$ cat config.mk
export PLATFORM = sky130hd
export DESIGN_NAME = ccd_decoder
export DESIGN_NICKNAME = d
export VERILOG_FILES = /design/src/design/ccd_pkg.sv /design/src/design/ccd_decoder.sv /design/src/design/ccd_byte_buf.sv
export SDC_FILE = /design/constraint.sdc
export NUM_CORES = 1
export LEC_CHECK = 0
export ABC_CLOCK_PERIOD_IN_PS = 3400
export BUFFER_PORTS_ARGS = -buffer_cell sky130_fd_sc_hd__buf_2
export CAP_MARGIN = 25
export CORE_ASPECT_RATIO = 1.4
export CORE_UTILIZATION = 55
export DETAILED_ROUTE_END_ITERATION = 6
export PLACE_DENSITY = 0.77
export SLEW_MARGIN = 20
export SYNTH_ARGS = -nofsm -noshare
export SYNTH_HDL_FRONTEND = slang
export SYNTH_SLANG_ARGS = --single-unit
$ cat constraint.sdc
create_clock -name clock_in -period 3.4 [get_ports clock_in]
set_clock_uncertainty 0.1 [all_clocks]
set_input_delay 0.34 -clock clock_in [delete_from_list [all_inputs] [get_ports clock_in]]
set_output_delay 0.34 -clock clock_in [all_outputs]
set_load 0.02 [all_outputs]
$ cat src/design/ccd_pkg.sv
// constants and types of the card command decoder
package ccd_pkg;
   localparam logic [7:0] CLA_CARD    = 8'ha0;
   localparam logic [7:0] INS_UPD_REC = 8'hdc;
   localparam logic [7:0] INS_SEEK    = 8'ha2;
   localparam logic [7:0] INS_INC     = 8'h32;
   localparam logic [7:0] INS_VERIFY  = 8'h20;
   localparam logic [7:0] INS_CHANGE  = 8'h24;
   localparam logic [7:0] INS_DISABLE = 8'h26;
   localparam logic [7:0] INS_ENABLE  = 8'h28;
   localparam logic [7:0] INS_UNBLOCK = 8'h2c;
   localparam logic [7:0] INS_INVAL   = 8'h04;
   localparam logic [7:0] INS_REHAB   = 8'h44;
   localparam logic [7:0] INS_AUTH    = 8'h88;
   localparam logic [7:0] INS_SLEEP   = 8'hfa;
   localparam logic [7:0] INS_GETRESP = 8'hc0;
   localparam logic [7:0] MODE_NEXT   = 8'h02;
   localparam logic [7:0] MODE_ABS    = 8'h04;
   localparam logic [7:0] SECRET_1    = 8'h01;
   localparam logic [7:0] SECRET_2    = 8'h02;
   localparam logic [7:0] UNB_SECRET_1 = 8'h00;
   localparam logic [7:0] BYTE_ZERO   = 8'h00;
   localparam logic [7:0] LEN_ADDEND  = 8'h03;
   localparam logic [7:0] LEN_SECRET  = 8'h08;
   localparam logic [7:0] LEN_TWO_SEC = 8'h10;
   localparam logic [7:0] LEN_CHALL   = 8'h10;
   localparam logic [7:0] SW1_OK      = 8'h90;
   localparam logic [7:0] SW1_RESP    = 8'h9f;
   localparam logic [7:0] SW1_TECH    = 8'h6f;
   localparam logic [7:0] SW1_INS     = 8'h6d;
   localparam logic [7:0] SW1_CLA     = 8'h6e;
   localparam logic [7:0] SW1_P3      = 8'h67;
   localparam logic [7:0] SW1_P12     = 8'h6b;
   localparam logic [7:0] RESP_LEN_AUTH  = 8'h0c;
   localparam logic [7:0] RESP_LEN_SEEK2 = 8'h01;
   localparam logic [3:0] SEEK_MODE_MAX  = 4'h3;
   localparam logic [3:0] SEEK_TYPE2     = 4'h1;
   localparam logic [2:0] HDR_LAST       = 3'h4;
   localparam logic [7:0] RESET_RESP_LEN = 8'h16;
   localparam logic [7:0] REG_CTRL    = 8'h00;
   localparam logic [7:0] REG_HEADER  = 8'h04;
   localparam logic [7:0] REG_RECLEN  = 8'h08;
   localparam logic [7:0] REG_ACCESS  = 8'h0c;
   localparam logic [1:0] REGION_RESP = 2'h1;
   localparam logic [1:0] REGION_CAP  = 2'h2;
   localparam int         DONE_OK_BIT = 16;
   localparam logic [7:0]  RECLEN_RST = 8'h00;
   localparam logic [23:0] ACCESS_RST = 24'h000000;
   localparam logic [3:0] AC_ALWAYS   = 4'h0;
   localparam logic [3:0] AC_SECRET1  = 4'h1;
   localparam logic [3:0] AC_SECRET2  = 4'h2;
   localparam logic [3:0] AC_RESERVED = 4'h3;
   localparam logic [3:0] AC_ADMIN_LO = 4'h4;

   typedef enum logic [2:0] {ST_HDR, ST_DIN, ST_EXEC, ST_DOUT, ST_SW1, ST_SW2} ccd_state_t;
   typedef enum logic [3:0] {K_UPD, K_SEEK, K_INC, K_VER, K_CHG, K_DIS, K_ENA, K_UNB,
                             K_INV, K_REH, K_AUTH, K_SLEEP, K_GETR, K_NONE} ccd_kind_t;
endpackage

$ cat src/design/ccd_decoder.sv
// card command decoder: header parse, data phases, status and get-response
`timescale 1ns/1ps
`default_nettype none
// Contract
// RULE_01: record update is a0 dc; p2 02 next, 03 previous, 04 absolute/current.
// RULE_02: in next or previous mode the received p1 is ignored.
// RULE_03: seek is a2 with p1 00; p2 low nibble 0..3 picks direction.
// RULE_04: seek p2 high nibble 0 is type 1, 1 is type 2.
// RULE_05: type 1 seek has no response; type 2 gives one record byte.
// RULE_06: increase is 32, p3 03; response is record then the addend.
// RULE_07: verify 20 p3 08, change 24 p3 10; p2 01/02 picks secret.
// RULE_08: disable 26 and enable 28 use p2 01 and p3 08.
// RULE_09: unblock 2c p3 10; p2 00 first secret, 02 second.
// RULE_10: invalidate 04 and rehabilitate 44 have all-zero parameters, no data.
// RULE_11: authentication 88 p3 10; response four plus eight bytes, msb first.
// RULE_12: sleep fa with zero parameters and no data.
// RULE_13: get-response c0 serves data only after responding commands.
// RULE_14: get-response not directly after its command answers 6f 00.
// RULE_15: get-response is accepted as first command after activation.
// RULE_16: bit b8 is the msb of every byte.
// RULE_17: reserved bytes and bits are driven as zero.
// RULE_18: holder secret is eight digit bytes padded with ff by terminal.
// RULE_19: unlock secret always holds exactly eight digits.
// RULE_20: access conditions are 4-bit codes in three bytes.
// RULE_21: shared codes used as admin levels report that level's code.
// RULE_22: normal end is 90 00; pending data is 9f with length.
// RULE_23: technical problem without diagnosis is 6f 00.
// RULE_24: unknown instruction gives 6d 00, wrong class gives 6e 00.
// RULE_25: full header first, then exactly p3 data bytes, then status.
module ccd_decoder #(
   parameter int RESP_DEPTH = 16,
   parameter int CAP_DEPTH  = 16
) (
   input  wire logic              clock_in,
   input  wire logic              resetn_in,
   input  wire logic [7:0]        avs_address_in,
   input  wire logic              avs_read_in,
   input  wire logic              avs_write_in,
   input  wire logic [31:0]       avs_writedata_in,
   input  wire logic [3:0]        avs_byteenable_in,
   output logic      [31:0]       avs_readdata_out,
   output logic                   avs_waitrequest_out,
   input  wire logic              rx_valid_in,
   input  wire logic [7:0]        rx_byte_in,
   output logic                   tx_valid_out,
   output logic      [7:0]        tx_byte_out,
   input  wire logic              tx_ready_in,
   output logic                   data_valid_out,
   output logic      [7:0]        data_byte_out,
   output logic                   cmd_pending_out,
   output ccd_pkg::ccd_kind_t     cmd_kind_out,
   output logic      [23:0]       access_cond_out
);
   import ccd_pkg::*;

   if (RESP_DEPTH < 12 || RESP_DEPTH > 16 || CAP_DEPTH < 3 || CAP_DEPTH > 16) begin : g_bad
      $error("ccd_decoder buffer depths out of range");
   end

   ccd_state_t  st_q;
   ccd_kind_t   kind_q;
   ccd_kind_t   kind_w;
   logic [2:0]  hidx_q;
   logic [7:0]  cla_q, ins_q, p1_q, p2_q, p3_q, sw1_q, sw2_q, idx_q;
   logic [7:0]  rlen_q, reclen_q, tx_byte_q, dbyte_q, xlen_w, out_byte;
   logic        ravail_q, rinc_q, tx_valid_q, dvalid_q, ack_q;
   logic [23:0] acc_q;
   logic [31:0] rdata_q, rd_mux, wmask, wmerge_rec, wmerge_acc;
   logic [15:0] chk_w;
   logic [7:0]  resp_a, resp_b, cap_a, cap_b;
   logic        hdr_done, slot_free, wr_take, done_wr, done_ok, cap_wr, resp_wr;

   function automatic ccd_kind_t kind_of(input logic [7:0] ins);
      unique case (ins)
         INS_UPD_REC: return K_UPD;
         INS_SEEK:    return K_SEEK;
         INS_INC:     return K_INC;
         INS_VERIFY:  return K_VER;
         INS_CHANGE:  return K_CHG;
         INS_DISABLE: return K_DIS;
         INS_ENABLE:  return K_ENA;
         INS_UNBLOCK: return K_UNB;
         INS_INVAL:   return K_INV;
         INS_REHAB:   return K_REH;
         INS_AUTH:    return K_AUTH;
         INS_SLEEP:   return K_SLEEP;
         INS_GETRESP: return K_GETR;
         default:     return K_NONE;
      endcase
   endfunction

   // parameter check; zero means the header is acceptable
   function automatic logic [15:0] check(input ccd_kind_t k, input logic [7:0] p1,
                                         input logic [7:0] p2, input logic [7:0] p3,
                                         input logic [7:0] rl);
      logic       bad12;
      logic [7:0] want;
      bad12 = (p1 != BYTE_ZERO) || (p2 != BYTE_ZERO);
      want  = BYTE_ZERO;
      unique case (k)
         K_UPD: begin
            bad12 = p2 < MODE_NEXT || p2 > MODE_ABS; // RULE_01
            want  = p3;
         end
         K_SEEK: begin
            bad12 = (p1 != BYTE_ZERO) || p2[3:0] > SEEK_MODE_MAX || p2[7:4] > SEEK_TYPE2; // RULE_03 RULE_04
            want  = p3;
         end
         K_INC: want = LEN_ADDEND; // RULE_06
         K_VER, K_CHG: begin
            bad12 = (p1 != BYTE_ZERO) || (p2 != SECRET_1 && p2 != SECRET_2); // RULE_07
            want  = (k == K_VER) ? LEN_SECRET : LEN_TWO_SEC;
         end
         K_DIS, K_ENA: begin
            bad12 = (p1 != BYTE_ZERO) || (p2 != SECRET_1); // RULE_08
            want  = LEN_SECRET;
         end
         K_UNB: begin
            bad12 = (p1 != BYTE_ZERO) || (p2 != UNB_SECRET_1 && p2 != SECRET_2); // RULE_09
            want  = LEN_TWO_SEC;
         end
         K_AUTH: want = LEN_CHALL; // RULE_11
         K_GETR: want = (p3 > rl) ? rl : p3; // RULE_13
         default: want = BYTE_ZERO; // RULE_10 RULE_12
      endcase
      if (bad12) begin
         return {SW1_P12, BYTE_ZERO};
      end else if (p3 != want) begin
         return {SW1_P3, want};
      end
      return 16'h0000;
   endfunction

   assign kind_w    = kind_of(ins_q);
   assign hdr_done  = st_q == ST_HDR && rx_valid_in && hidx_q == HDR_LAST; // RULE_25
   assign chk_w     = check(kind_w, p1_q, p2_q, rx_byte_in, rlen_q);
   assign slot_free = !tx_valid_q || tx_ready_in;

   // response length after a successful command
   always_comb begin
      xlen_w = BYTE_ZERO;
      if (kind_q == K_AUTH) begin
         xlen_w = RESP_LEN_AUTH; // RULE_11
      end else if (kind_q == K_SEEK && p2_q[7:4] == SEEK_TYPE2) begin
         xlen_w = RESP_LEN_SEEK2; // RULE_05
      end else if (kind_q == K_INC) begin
         xlen_w = reclen_q + LEN_ADDEND; // RULE_06
      end
   end

   // bus slave: one wait cycle on every access
   assign avs_waitrequest_out = (avs_read_in || avs_write_in) && !ack_q;
   assign wr_take  = avs_write_in && ack_q;
   assign done_wr  = wr_take && avs_address_in == REG_CTRL && st_q == ST_EXEC;
   assign done_ok  = avs_writedata_in[DONE_OK_BIT];
   assign wmask    = {{8{avs_byteenable_in[3]}}, {8{avs_byteenable_in[2]}},
                      {8{avs_byteenable_in[1]}}, {8{avs_byteenable_in[0]}}};
   assign wmerge_rec = ({24'h0, reclen_q} & ~wmask) | (avs_writedata_in & wmask);
   assign wmerge_acc = ({8'h00, acc_q} & ~wmask) | (avs_writedata_in & wmask);
   assign resp_wr  = wr_take && avs_address_in[7:6] == REGION_RESP && avs_byteenable_in[0];
   assign cap_wr   = st_q == ST_DIN && rx_valid_in && {24'h0, idx_q} < CAP_DEPTH;

   ccd_byte_buf #(.DEPTH(RESP_DEPTH)) u_resp (
      .clock_in     (clock_in),
      .wr_en_in     (resp_wr),
      .wr_addr_in   (avs_address_in[5:2]),
      .wr_data_in   (avs_writedata_in[7:0]),
      .rda_addr_in  (avs_address_in[5:2]),
      .rda_data_out (resp_a),
      .rdb_addr_in  (idx_q[3:0]),
      .rdb_data_out (resp_b)
   );

   ccd_byte_buf #(.DEPTH(CAP_DEPTH)) u_cap (
      .clock_in     (clock_in),
      .wr_en_in     (cap_wr),
      .wr_addr_in   (idx_q[3:0]),
      .wr_data_in   (rx_byte_in),
      .rda_addr_in  (avs_address_in[5:2]),
      .rda_data_out (cap_a),
      .rdb_addr_in  (4'(idx_q - reclen_q)),
      .rdb_data_out (cap_b)
   );

   // increase answer: record bytes, then the addend as it came in
   assign out_byte = (rinc_q && idx_q >= reclen_q) ? cap_b : resp_b; // RULE_06

   always_comb begin
      unique case (avs_address_in[7:6])
         REGION_RESP: rd_mux = {24'h0, resp_a};
         REGION_CAP:  rd_mux = {24'h0, cap_a};
         default: begin
            if (avs_address_in == REG_CTRL) begin
               rd_mux = {8'h00, rlen_q, 4'h0, kind_q, 6'h00, ravail_q, st_q == ST_EXEC};
            end else if (avs_address_in == REG_HEADER) begin
               rd_mux = {p3_q, p2_q, p1_q, ins_q};
            end else if (avs_address_in == REG_RECLEN) begin
               rd_mux = {24'h0, reclen_q};
            end else if (avs_address_in == REG_ACCESS) begin
               rd_mux = {8'h00, acc_q};
            end else begin
               rd_mux = 32'h0; // RULE_17
            end
         end
      endcase
   end

   always_ff @(posedge clock_in) begin
      if (!resetn_in) begin
         ack_q   <= 1'b0;
         rdata_q <= 32'h0;
      end else begin
         ack_q <= (avs_read_in || avs_write_in) && !ack_q;
         if (avs_read_in && !ack_q) begin
            rdata_q <= rd_mux;
         end
      end
   end

   always_ff @(posedge clock_in) begin
      if (!resetn_in) begin
         reclen_q <= RECLEN_RST;
         acc_q    <= ACCESS_RST;
      end else if (wr_take && avs_address_in == REG_RECLEN) begin
         reclen_q <= wmerge_rec[7:0];
      end else if (wr_take && avs_address_in == REG_ACCESS) begin
         acc_q <= wmerge_acc[23:0]; // RULE_20 RULE_21
      end
   end

   // command sequencer
   always_ff @(posedge clock_in) begin
      if (!resetn_in) begin
         st_q   <= ST_HDR;
         kind_q <= K_NONE;
         hidx_q <= 3'h0;
         idx_q  <= 8'h00;
         cla_q  <= 8'h00;
         ins_q  <= 8'h00;
         p1_q   <= 8'h00;
         p2_q   <= 8'h00;
         p3_q   <= 8'h00;
         sw1_q  <= 8'h00;
         sw2_q  <= 8'h00;
      end else begin
         unique case (st_q)
            ST_HDR: if (rx_valid_in) begin
               hidx_q <= hidx_q + 3'h1;
               unique case (hidx_q)
                  3'h0: cla_q <= rx_byte_in;
                  3'h1: ins_q <= rx_byte_in;
                  3'h2: p1_q  <= rx_byte_in;
                  3'h3: p2_q  <= rx_byte_in;
                  default: ;
               endcase
               if (hdr_done) begin
                  hidx_q <= 3'h0;
                  idx_q  <= 8'h00;
                  p3_q   <= rx_byte_in;
                  kind_q <= kind_w;
                  if (kind_w == K_UPD && p2_q != MODE_ABS) begin
                     p1_q <= BYTE_ZERO; // RULE_02
                  end
                  st_q <= ST_SW1;
                  if (cla_q != CLA_CARD) begin
                     {sw1_q, sw2_q} <= {SW1_CLA, BYTE_ZERO}; // RULE_24
                  end else if (kind_w == K_NONE) begin
                     {sw1_q, sw2_q} <= {SW1_INS, BYTE_ZERO}; // RULE_24
                  end else if (kind_w == K_GETR && !ravail_q) begin
                     {sw1_q, sw2_q} <= {SW1_TECH, BYTE_ZERO}; // RULE_14 RULE_23
                  end else if (chk_w != 16'h0000) begin
                     {sw1_q, sw2_q} <= chk_w;
                  end else if (kind_w == K_GETR) begin
                     {sw1_q, sw2_q} <= {SW1_OK, BYTE_ZERO};
                     st_q <= ST_DOUT;
                  end else if (kind_w == K_SLEEP) begin
                     {sw1_q, sw2_q} <= {SW1_OK, BYTE_ZERO}; // RULE_12
                  end else if (rx_byte_in == BYTE_ZERO) begin
                     st_q <= ST_EXEC; // RULE_10
                  end else begin
                     st_q <= ST_DIN;
                  end
               end
            end
            ST_DIN: if (rx_valid_in) begin
               idx_q <= idx_q + 8'h01;
               if (idx_q == p3_q - 8'h01) begin
                  st_q <= ST_EXEC; // RULE_25
               end
            end
            ST_EXEC: if (done_wr) begin
               st_q <= ST_SW1;
               if (!done_ok) begin
                  {sw1_q, sw2_q} <= {avs_writedata_in[7:0], avs_writedata_in[15:8]};
               end else if (xlen_w != BYTE_ZERO) begin
                  {sw1_q, sw2_q} <= {SW1_RESP, xlen_w}; // RULE_22
               end else begin
                  {sw1_q, sw2_q} <= {SW1_OK, BYTE_ZERO}; // RULE_22
               end
            end
            ST_DOUT: if (idx_q == p3_q) begin
               st_q <= ST_SW1;
            end else if (slot_free) begin
               idx_q <= idx_q + 8'h01;
            end
            ST_SW1: if (slot_free) begin
               st_q <= ST_SW2;
            end
            ST_SW2: if (slot_free) begin
               st_q <= ST_HDR;
            end
            default: st_q <= ST_HDR;
         endcase
      end
   end

   // pending response: root directory data is armed from activation
   always_ff @(posedge clock_in) begin
      if (!resetn_in) begin
         ravail_q <= 1'b1; // RULE_15
         rlen_q   <= RESET_RESP_LEN;
         rinc_q   <= 1'b0;
      end else if (hdr_done && kind_w != K_GETR) begin
         ravail_q <= 1'b0; // RULE_14
      end else if (done_wr && done_ok && xlen_w != BYTE_ZERO) begin
         ravail_q <= 1'b1; // RULE_13
         rlen_q   <= xlen_w;
         rinc_q   <= kind_q == K_INC;
      end else if (st_q == ST_DOUT && idx_q == p3_q) begin
         ravail_q <= 1'b0;
      end
   end

   // outgoing bytes, b8 on bit 7
   always_ff @(posedge clock_in) begin
      if (!resetn_in) begin
         tx_valid_q <= 1'b0;
         tx_byte_q  <= 8'h00;
      end else if (slot_free) begin
         tx_valid_q <= (st_q == ST_DOUT && idx_q != p3_q) || st_q == ST_SW1 || st_q == ST_SW2;
         unique case (st_q)
            ST_DOUT: tx_byte_q <= out_byte; // RULE_16 RULE_11
            ST_SW1:  tx_byte_q <= sw1_q;
            ST_SW2:  tx_byte_q <= sw2_q;
            default: tx_byte_q <= tx_byte_q;
         endcase
      end
   end

   always_ff @(posedge clock_in) begin
      if (!resetn_in) begin
         dvalid_q <= 1'b0;
         dbyte_q  <= 8'h00;
      end else begin
         dvalid_q <= st_q == ST_DIN && rx_valid_in; // RULE_25
         dbyte_q  <= rx_byte_in;
      end
   end

   assign avs_readdata_out = rdata_q;
   assign tx_valid_out     = tx_valid_q;
   assign tx_byte_out      = tx_byte_q;
   assign data_valid_out   = dvalid_q;
   assign data_byte_out    = dbyte_q;
   assign cmd_pending_out  = st_q == ST_EXEC;
   assign cmd_kind_out     = kind_q;
   assign access_cond_out  = acc_q;
endmodule // ccd_decoder
`default_nettype wire

$ cat src/design/ccd_byte_buf.sv
// small byte store with one write and two read ports
`timescale 1ns/1ps
`default_nettype none
module ccd_byte_buf #(parameter int DEPTH = 16) (
   input  wire logic       clock_in,
   input  wire logic       wr_en_in,
   input  wire logic [3:0] wr_addr_in,
   input  wire logic [7:0] wr_data_in,
   input  wire logic [3:0] rda_addr_in,
   output logic      [7:0] rda_data_out,
   input  wire logic [3:0] rdb_addr_in,
   output logic      [7:0] rdb_data_out
);
   logic [7:0] mem [DEPTH];

   if (DEPTH < 1 || DEPTH > 16) begin : g_bad
      $error("ccd_byte_buf depth out of range");
   end

   always_ff @(posedge clock_in) begin
      if (wr_en_in && {28'h0, wr_addr_in} < DEPTH) begin
         mem[wr_addr_in] <= wr_data_in;
      end
   end

   // beyond the depth reads as zero
   assign rda_data_out = ({28'h0, rda_addr_in} < DEPTH) ? mem[rda_addr_in] : 8'h00;
   assign rdb_data_out = ({28'h0, rdb_addr_in} < DEPTH) ? mem[rdb_addr_in] : 8'h00;
endmodule // ccd_byte_buf
`default_nettype wire

==> impl_metrics.csv, run 1 <==
group,metric,value,unit
run_status,status,"finished with violations",
run_status,violations,"DRC",
placed_design,dp_hpwl,47870,um
timing,slew_violations,0,
critical_path,crit_start,"ins_q[7]",
drt,num_vias,16220,
finish,finalNetCount,2019,
timing,relSlewSlack,35.27,%
clock_network,max-clock-path-buffers,3,
drt,drc_errors,1,
flow_run,max_cap_violations,0,
synthesis,ys.flop_type,"edfxtp_1",
timing,worstMarginPinSlew,0.9674,ns
synthesis,syn_area,0.02128,mm2
synthesis,synth-seq-cells,427,
global_route,grt_pass1_vias,16220,
timing,finalSetupViolCount,0,
floorplanning,fp.dieW,168.3,um
timing,fin_crit,3.341,ns
placed_design,io_buffers,128,
global_route,track_usage,34.14,%
critical_path,crit_path_start_kind,"register",
drt,dr.pass1.iters,7,
worst_hold_path,hp-class,"input pin to register",
timing,fmax,299.3,MHz
clock_network,numCtsBuffers,41,
finish,antenna_cells,0,
synthesis,yosys_warnings,0,
drt,ant_nets,0,
timing,setup_tns,0,ns
critical_path,crit_arrival,3.69,ns
synthesis,syn_area_per_cell,12.37,um2
placed_design,gp_congestion,1.017,
drt,wirelength,67140,um
floorplanning,rows,84,
timing,hold_viol,0,
critical_path,r2r-start,"ins_q[7]",
clock_network,clock_latency,0.56,ns
critical_path,path_class,"register to register",
global_route,grt_pass1_wl,99660,um
synthesis,synth_cells,1720,
global_route,grt_start_max_net_pins,71,
floorplanning,coreArea,0.03784,mm2
pwr,power.total,10.84,mW
finish,final_cells,2433,
synthesis,ys_types,94,
drt,vias_per_cell,6.668,
drt,drt_iter0_drc,1835,
pwr,p_per_area,439.1,mW/mm2
synthesis,syn_nets,1809,
floorplanning,num_io_pins,138,
critical_path,crit_fanout,9,
clock_network,cts_tree,"done",
synthesis,ys_async_sr_fraction,0,%
global_route,antenna_found_initial,1,
synthesis,synth.area.top_cells,"edfxtp_1 (36%), mux4_2 (16%), dfxtp_1 (16%)",
clock_network,numClockSinks,427,
clock_network,clk_pin_slew_worst_paths,0.06,ns
finish,area_delta_synth_final,15.94,%
floorplanning,start_util,56.25,%
pwr,peakVddDrop,0.0005176,V
critical_path,cp.required,3.74,ns
timing,post-route-period-util,98.28,%
synthesis,synth_top_area_share,36.12,%
pwr,p_leak,8.628,nW
worst_hold_path,hp-start,"avs_read_in",
critical_path,endpoint_kind,"register",
floorplanning,die_area,0.03950,mm2
clock_network,htreeDepth,2,
synthesis,seq_area_frac_synth,52.20,%
global_route,gr-total-overflow,0,
synthesis,synth.largest_area_cell,"edfxtp_1",
synthesis,synth-edff-count,256,
floorplanning,die_height,234.8,um
placed_design,dp_cells,2344,
finish,drive_above_1_share,27.70,%
clock_network,cts_root_buf,"clkbuf_16",
drt,routedWlPerCell,27.60,um
==> final cells by class <==
class                      count  area, um2
clock buffer                  53       1101
clock inverter                20      198.9
fill                        2745      13160
inverter                      52      197.7
multi-input combinational   1125       9524
sequential                   427      11120
tap                          473      591.8
timing repair buffer         283       1948
==> registers in the layout, indices dropped and copies added (netlist names), 3 cells and up, named ones only <==
register	flops
idx_q	8
st_q	3
cla_q	8
hidx_q	3
sw1_q	8
p3_q	8
p2_q	8
tx_byte_out	8
ins_q	8
rlen_q	8
sw2_q	8
cmd_kind_out	4
u_resp.mem	128
avs_readdata_out	32
data_byte_out	8
u_cap.mem	128
p1_q	8
==> critical path: stages (launching register included) <==
cell	delay [ns]
dfxtp_1	0.41
or4b_4	0.61
or3_1	0.41
a22o_1	0.24
a31oi_1	0.19
o311a_1	0.28
a32o_2	0.24
nand4_1	0.23
and2_2	0.30
o221a_1	0.21
==> synthesized netlist by cell type (33+ instances only) <==
library cell / n
edfxtp_1: 256
inv_1: 51
a21oi_1: 122
nand2_1: 164
mux2i_1: 51
nor3_1: 33
nand3_1: 35
clkbuf_1: 77
o21ai_0: 56
dfxtp_1: 171
nor2_1: 147
mux4_2: 154
==> through the flow <==
stage          hold WS (ns)  util (%)  instance area, um2  setup slack (ns)
2_1_floorplan        0.3316         -               21290           0.01857
3_3_place_gp         0.3404     61.20               23150            0.1285
3_5_place_dp         0.3459     61.20               23150           0.03863
4_1_cts            0.008237     64.98               24580          0.008911
5_1_grt             0.02376     65.22               24680          -0.06076
6_report            0.01297     65.22               24680           0.05856
==> cell families after synthesis <==
group	share of synthesized area, %
AND/OR/NAND/NOR	11.81
flip-flops	52.20
AO/OA/AOI/OAI	10.76
multiplexers	18.85
buffers and inverters	3.363
adder cells (fa/ha/maj)	1.858
XOR/XNOR	1.152
==> power by group <==
part / total [mW] / switching (mW) / leakage, nW / internal [mW]
clock network: 4.52 / 1.98 / 0.646 / 2.54
logic: 0.787 / 0.494 / 4.30 / 0.293
registers: 5.53 / 0.0266 / 3.69 / 5.50
==> layer usage <==
layer / GRT usage, % / wire (um) / share of wire (%) / vias up
li1: - / - / - / 7007
met1: 38.94 / 22840 / 34 / 7984
met2: 58.27 / 33500 / 50 / 973
met3: 5.272 / 5208 / 7.8 / 260
met4: 24.60 / 5595 / 8.3 / 0
met5: 0 / 0 / 0 / -
==> cells in the final DEF, fill, tap and decap left out, types with 30 or more instances in the layout <==
master	count
clkbuf_16	42
nand3_1	35
mux2i_1	51
buf_2	127
mux4_2	154
nand2_1	164
a21oi_1	121
edfxtp_1	256
ha_1	30
dfxtp_1	167
nor3_1	33
inv_1	49
buf_4	134
o21ai_0	56
nor2_1	146
==> what timing repair did <==
action	4_1_cts	5_1_grt
endpoints found under the hold margin	13	0
buffers inserted	0	1
hold buffers	13	0
resized for setup	0	12
endpoints found under the setup margin	0	18
==> final timing paths <==
kind         cells past startpoint  slack, ns              endpoint
max                              9       0.06              sw1_q[5]
min                              3       0.01                 ack_q
max reg2reg                      9       0.06              sw1_q[5]
min reg2reg                      2       0.35  avs_readdata_out[13]
No activity file was read; power rests on OpenSTA's default activity.
==> run 2, diff against run 1 <==
REMOVE_ABC_BUFFERS = 1   (was unset)
==> run 2 against run 1 <==
The flow now finishes without violations; largest cell class unchanged; first-iteration DRC count is 13% higher; sequential power hardly changed; worst setup slack better by 0.0041 ns; cell count is 0.29% higher; count of clock-buffer cells in the layout is 4 higher; design area is 0.67% higher; die area stayed put; via count is 2.3% higher; sequential cell count stayed put.
==> impl_metrics.csv, run 2 (synthesized netlist as in run 1, its figures left out) <==
group,metric,value,unit
pwr,peakVddDrop,0.0004286,V
timing,fin_crit,3.337,ns
finish,area_delta_synth_final,16.72,%
pwr,internal-power,8.719,mW
critical_path,endpoint_kind,"register",
timing,post-route-period-util,98.16,%
floorplanning,fp.dieW,168.3,um
pwr,seqPwrFrac,49.0,%
flow_run,max_cap_violations,0,
floorplanning,rows,84,
timing,finalSetupViolCount,0,
placed_design,detailedPlace.worstSlack,0.1022,ns
drt,drt_iter0_drc,2070,
pwr,sw_frac_of_total,22.84,%
pwr,p_per_area,454.9,mW/mm2
global_route,grt_pass1_vias,16350,
pwr,p_leak,8.724,nW
timing,setup_tns,0,ns
global_route,use_met1,42.24,%
critical_path,crit_path_start_kind,"register",
clock_network,clk_pin_slew_worst_paths,0.06,ns
drt,dr.pass1.iters,6,
finish,final_util,65.66,%
clock_network,htreeDepth,2,
pwr,power.total,11.30,mW
critical_path,crit_fanout,11,
pwr,p_sw,2.581,mW
finish,fin_area,0.02484,mm2
global_route,antenna_found_initial,2,
finish,final_common_cell,"edfxtp_1",
floorplanning,coreArea,0.03784,mm2
run_status,status,"completed",
finish,drive_above_1_share,28.18,%
clock_network,clock_latency,0.57,ns
clock_network,cts_tree,"done",
global_route,track_usage,34.98,%
timing,rsz0062_at_grt,"no",
floorplanning,start_util,56.25,%
drt,vias_per_cell,6.799,
placed_design,gp_congestion,0.9550,
timing,worstMarginPinSlew,0.9188,ns
critical_path,crit_arrival,3.68,ns
timing,slew_violations,0,
timing,hold_viol,0,
clock_network,numClockSinks,427,
clock_network,cts_root_buf,"clkbuf_16",
critical_path,path_class,"register to register",
clock_network,numCtsBuffers,41,
timing,fmax,299.6,MHz
floorplanning,num_io_pins,138,
critical_path,cp.required,3.74,ns
drt,drc_errors,0,
global_route,grt_pass1_wl,102100,um
floorplanning,die_height,234.8,um
floorplanning,die_area,0.03950,mm2
global_route,grt_use_met2,57.78,%
clock_network,max-clock-path-buffers,3,
global_route,top_usage_layer,"met2",
global_route,gr-total-overflow,0,
drt,num_vias,16590,
global_route,gr-usage-met3,7.041,%
placed_design,placed_cell_area,0.02316,mm2
timing,timing.final.ws_setup,0.06265,ns
drt,wirelength,68840,um
placed_design,io_buffers,128,
worst_hold_path,hp-class,"input pin to register",
drt,routedWlPerCell,28.21,um
global_route,grt_start_max_net_pins,68,
finish,mostFrequentLayoutCells,"edfxtp_1 (256), dfxtp_1 (166), nand2_1 (164)",
timing,relSlewSlack,38.75,%
placed_design,dp_hpwl,48350,um
drt,ant_nets,0,
finish,finalNetCount,2023,
pwr,clkPwrFrac,43.9,%
pwr,combPwrFrac,7.1,%
-- run 2: timing repair --
| action | in CTS | in global routing |
|---|---|---|
| hold buffers | 13 | 0 |
| endpoints found under the setup margin | 0 | 18 |
| buffers inserted | 0 | 4 |
| resized for setup | 0 | 11 |
| endpoints found under the hold margin | 13 | 0 |
-- run 2: cell type report --
class	count	area (um2)
sequential	427	11120
timing repair buffer	287	1951
inverter	52	197.7
clock inverter	18	247.7
tap	473	591.8
clock buffer	57	1221
fill	2682	12990
antenna	1	2.502
multi-input combinational	1125	9514
-- run 2: through the flow --
| stage | hold slack (ns) | std cells |
|---|---|---|
| after detailed placement | 0.3440 | 2347 |
| final | 0.005988 | 2440 |
| after global placement | 0.3367 | 2347 |
| after global routing | 0.01451 | 2439 |
| after floorplan | 0.3019 | 1604 |
| after CTS | 0.001373 | 2435 |
-- run 2: power by group through the flow --
stage               sequential (mW)  combinational [mW]  clock [mW]
floorplan                      5.66               0.339           0
global placement               5.64               0.743           0
detailed placement             5.65               0.757           0
CTS                            5.53               0.777        4.96
global route                   5.53               0.838        5.15
finish                         5.53               0.803        4.96
-- run 2: worst paths after layout --
path / start / cells after the start / slack (ns) / to
setup / recovery: idx_q[0] / 9 / 0.06 / tx_byte_out[7]
setup reg to reg: idx_q[0] / 9 / 0.06 / tx_byte_out[7]
hold / removal: avs_writedata_in[12] / 3 / 0.006 / register
hold reg to reg: cla_q[6] / 2 / 0.36 / cla_q[6]
-- run 2: routing by layer --
metal / up-vias / wire length [um] / part of all wire (%)
met5: - / 13 / 0.019
met4: 2 / 4731 / 6.9
met3: 290 / 6860 / 10
met2: 1187 / 33270 / 48
met1: 8086 / 23960 / 35
li1: 7025 / - / -
-- run 2: critical path: stages (launching register included) --
cell	delay (ns)
dfxtp_1	0.33
inv_1	0.09
ha_1	0.76
buf_4	0.32
mux4_2	0.55
mux2i_1	0.25
a21oi_1	0.14
a21oi_1	0.30
nand2_1	0.11
a32o_1	0.26
==> run 3, diff against run 2 <==
ABC_CLOCK_PERIOD_IN_PS = 2800   (was 3400)
clock period = 2.8 ns   (was 3.4 ns; I/O delays follow)
==> run 3 against run 2 <==
The flow now finishes with violations (setup timing); first-iteration DRC count barely moved; hold slack improved by 0.034 ns; utilization rose by 4.2 points; maximum frequency rose by 8.7%; sequential share of layout area fell by 2.6 points; combinational power rose by 38%; via count rose by 4.0%; clock power rose by 12%; global-route usage rose by 0.56 points; worst setup slack got worse by 0.33 ns; design area rose by 6.4%; largest power group unchanged.
==> impl_metrics.csv, run 3 (synthesized netlist as in run 1, its figures left out) <==
group,metric,value,unit
timing,hold_viol,0,
finish,area_delta_synth_final,24.22,%
finish,nFillCells,2546,
clock_network,clk_pin_slew_worst_paths,0.07,ns
global_route,grt_pass1_wl,103500,um
placed_design,gp_congestion,1.051,
global_route,grt_use_met2,58.54,%
timing,setup_tns,-6.084,ns
run_status,status,"finished with violations",
timing,timing.final.ws_setup,-0.2714,ns
finish,fin_area,0.02644,mm2
floorplanning,coreArea,0.03784,mm2
placed_design,io_buffers,128,
critical_path,cpPeakStageDelay,0.59,ns
clock_network,clock_latency,0.57,ns
finish,multi_input_area,0.01002,mm2
floorplanning,start_util,56.25,%
global_route,antenna_found_initial,0,
finish,finalNetCount,2156,
pwr,peakVddDrop,0.0004966,V
finish,drive_above_1_share,36.18,%
critical_path,worst_path_max_delay_cell,"fa_2",
placed_design,detailedPlace.worstSlack,-0.5082,ns
placed_design,dp_cells,2444,
global_route,grt_pass1_vias,16860,
floorplanning,rows,84,
timing,worstMarginPinSlew,1.028,ns
drt,ant_nets,0,
global_route,gr-total-overflow,0,
finish,mostFrequentLayoutCells,"edfxtp_1 (256), buf_4 (243), nand2_1 (162)",
clock_network,cts_root_buf,"clkbuf_16",
flow_run,max_cap_violations,0,
drt,drc_errors,0,
timing,holdWs,0.04037,ns
timing,fmax,325.6,MHz
floorplanning,die_height,234.8,um
drt,dr.pass1.iters,5,
global_route,top_usage_layer,"met2",
floorplanning,die_area,0.03950,mm2
drt,routedWlPerCell,27.32,um
global_route,grt_start_max_net_pins,87,
critical_path,path_delay_family,"compound AO/OA/AOI/OAI gates",
worst_hold_path,hp-class,"input pin to register",
clock_network,numCtsBuffers,40,
clock_network,max-clock-path-buffers,3,
pwr,p_per_area,506.1,mW/mm2
drt,drt_iter0_drc,2072,
timing,fin_crit,3.071,ns
critical_path,crit_fanout,5,
critical_path,path_class,"register to register",
timing,finalSetupViolCount,37,
finish,final_cells,2571,
critical_path,r2r_setup_slack,-0.27,ns
floorplanning,num_io_pins,138,
critical_path,crit_path_start_kind,"register",
finish,final_util,69.88,%
placed_design,dp_hpwl,50330,um
critical_path,cp.required,3.15,ns
global_route,track_usage,35.54,%
critical_path,crit_arrival,3.43,ns
finish,final_common_cell,"edfxtp_1",
timing,slew_violations,0,
global_route,use_met1,43.66,%
clock_network,numClockSinks,427,
pwr,power.total,13.38,mW
critical_path,endpoint_kind,"register",
pwr,p_leak,9.455,nW
run_status,violations,"setup timing",
floorplanning,fp.dieW,168.3,um
drt,wirelength,70240,um
timing,post-route-period-util,109.7,%
timing,rsz0062_at_grt,"yes",
clock_network,cts_tree,"done",
finish,antenna_cells,0,
critical_path,crit_chain,"inv_2 -> ha_4 -> inv_2 -> fa_2 -> buf_6 -> buf_12 -> mux4_2 -> nor2b_4 -> a211oi_2 -> a21oi_1 -> a21oi_1 -> nand2_1 -> a32o_1",
placed_design,placed_cell_area,0.02396,mm2
critical_path,worst-path-buf-inv,4,
global_route,gr-usage-met3,6.114,%
drt,vias_per_cell,6.713,
timing,relSlewSlack,31.20,%
clock_network,htreeDepth,2,
drt,num_vias,17260,
finish,regArea,0.01114,mm2
[run 3: changes by cell type in the layout (fill, tap and decap cells not counted), moves of 10 or more]
| cell | delta |
|---|---|
| buf_12 | +11 |
| buf_4 | +102 |
| a211oi_1 | -11 |
| a21oi_2 | +11 |
| buf_6 | +11 |
| a21oi_1 | -13 |
| a211oi_2 | +10 |
[run 3: metal layers]
metal | up-vias | wire, um
met4 | 0 | 4965
li1 | 7292 | -
met5 | - | 0
met1 | 8501 | 24060
met3 | 243 | 7382
met2 | 1223 | 33830
[run 3: power breakdown]
| group | switching (mW) | internal [mW] | leakage [nW] |
|---|---|---|---|
| clock | 2.46 | 3.10 | 0.642 |
| combinational | 0.668 | 0.446 | 5.12 |
| sequential | 0.0309 | 6.68 | 3.69 |
| total | 3.15 | 10.2 | 9.45 |
[run 3: path summary, 6_finish.rpt]
| kind | startpoint | cells past startpoint | end |
|---|---|---|---|
| worst max-delay path | idx_q[0] | 13 | tx_byte_out[5] |
| worst min-delay path | avs_writedata_in[1] | 1 | u_resp.mem[15][1] |
| worst max register to register | idx_q[0] | 13 | tx_byte_out[5] |
| worst min register to register | avs_readdata_out[13] | 2 | avs_readdata_out[13] |
[run 3: worst register-to-register path: stages, from the launching register on]
cell and delay, ns:
dfxtp_2 0.32, inv_2 0.08, ha_4 0.13, inv_2 0.04
fa_2 0.59, buf_6 0.13, buf_12 0.11, mux4_2 0.49
nor2b_4 0.14, a211oi_2 0.25, a21oi_1 0.08, a21oi_1 0.18
nand2_1 0.08, a32o_1 0.24
[run 3: layout make-up]
type                       instances  share of cell area, %
clock buffer                      47                  3.966
clock inverter                    26                  1.060
inverter                          52                 0.7477
multi-input combinational       1126                  37.91
sequential                       427                  42.13
tap                              473                  2.238
timing repair buffer             420                  11.95
[run 3: timing repair]
action | in CTS | in global routing
hold buffers | 18 | 0
setup endpoints to repair | 45 | 45
buffers inserted | 27 | 7
cloned | 1 | 1
hold endpoints to repair | 17 | 0
resized for setup | 120 | 28
pin swaps | 66 | 31
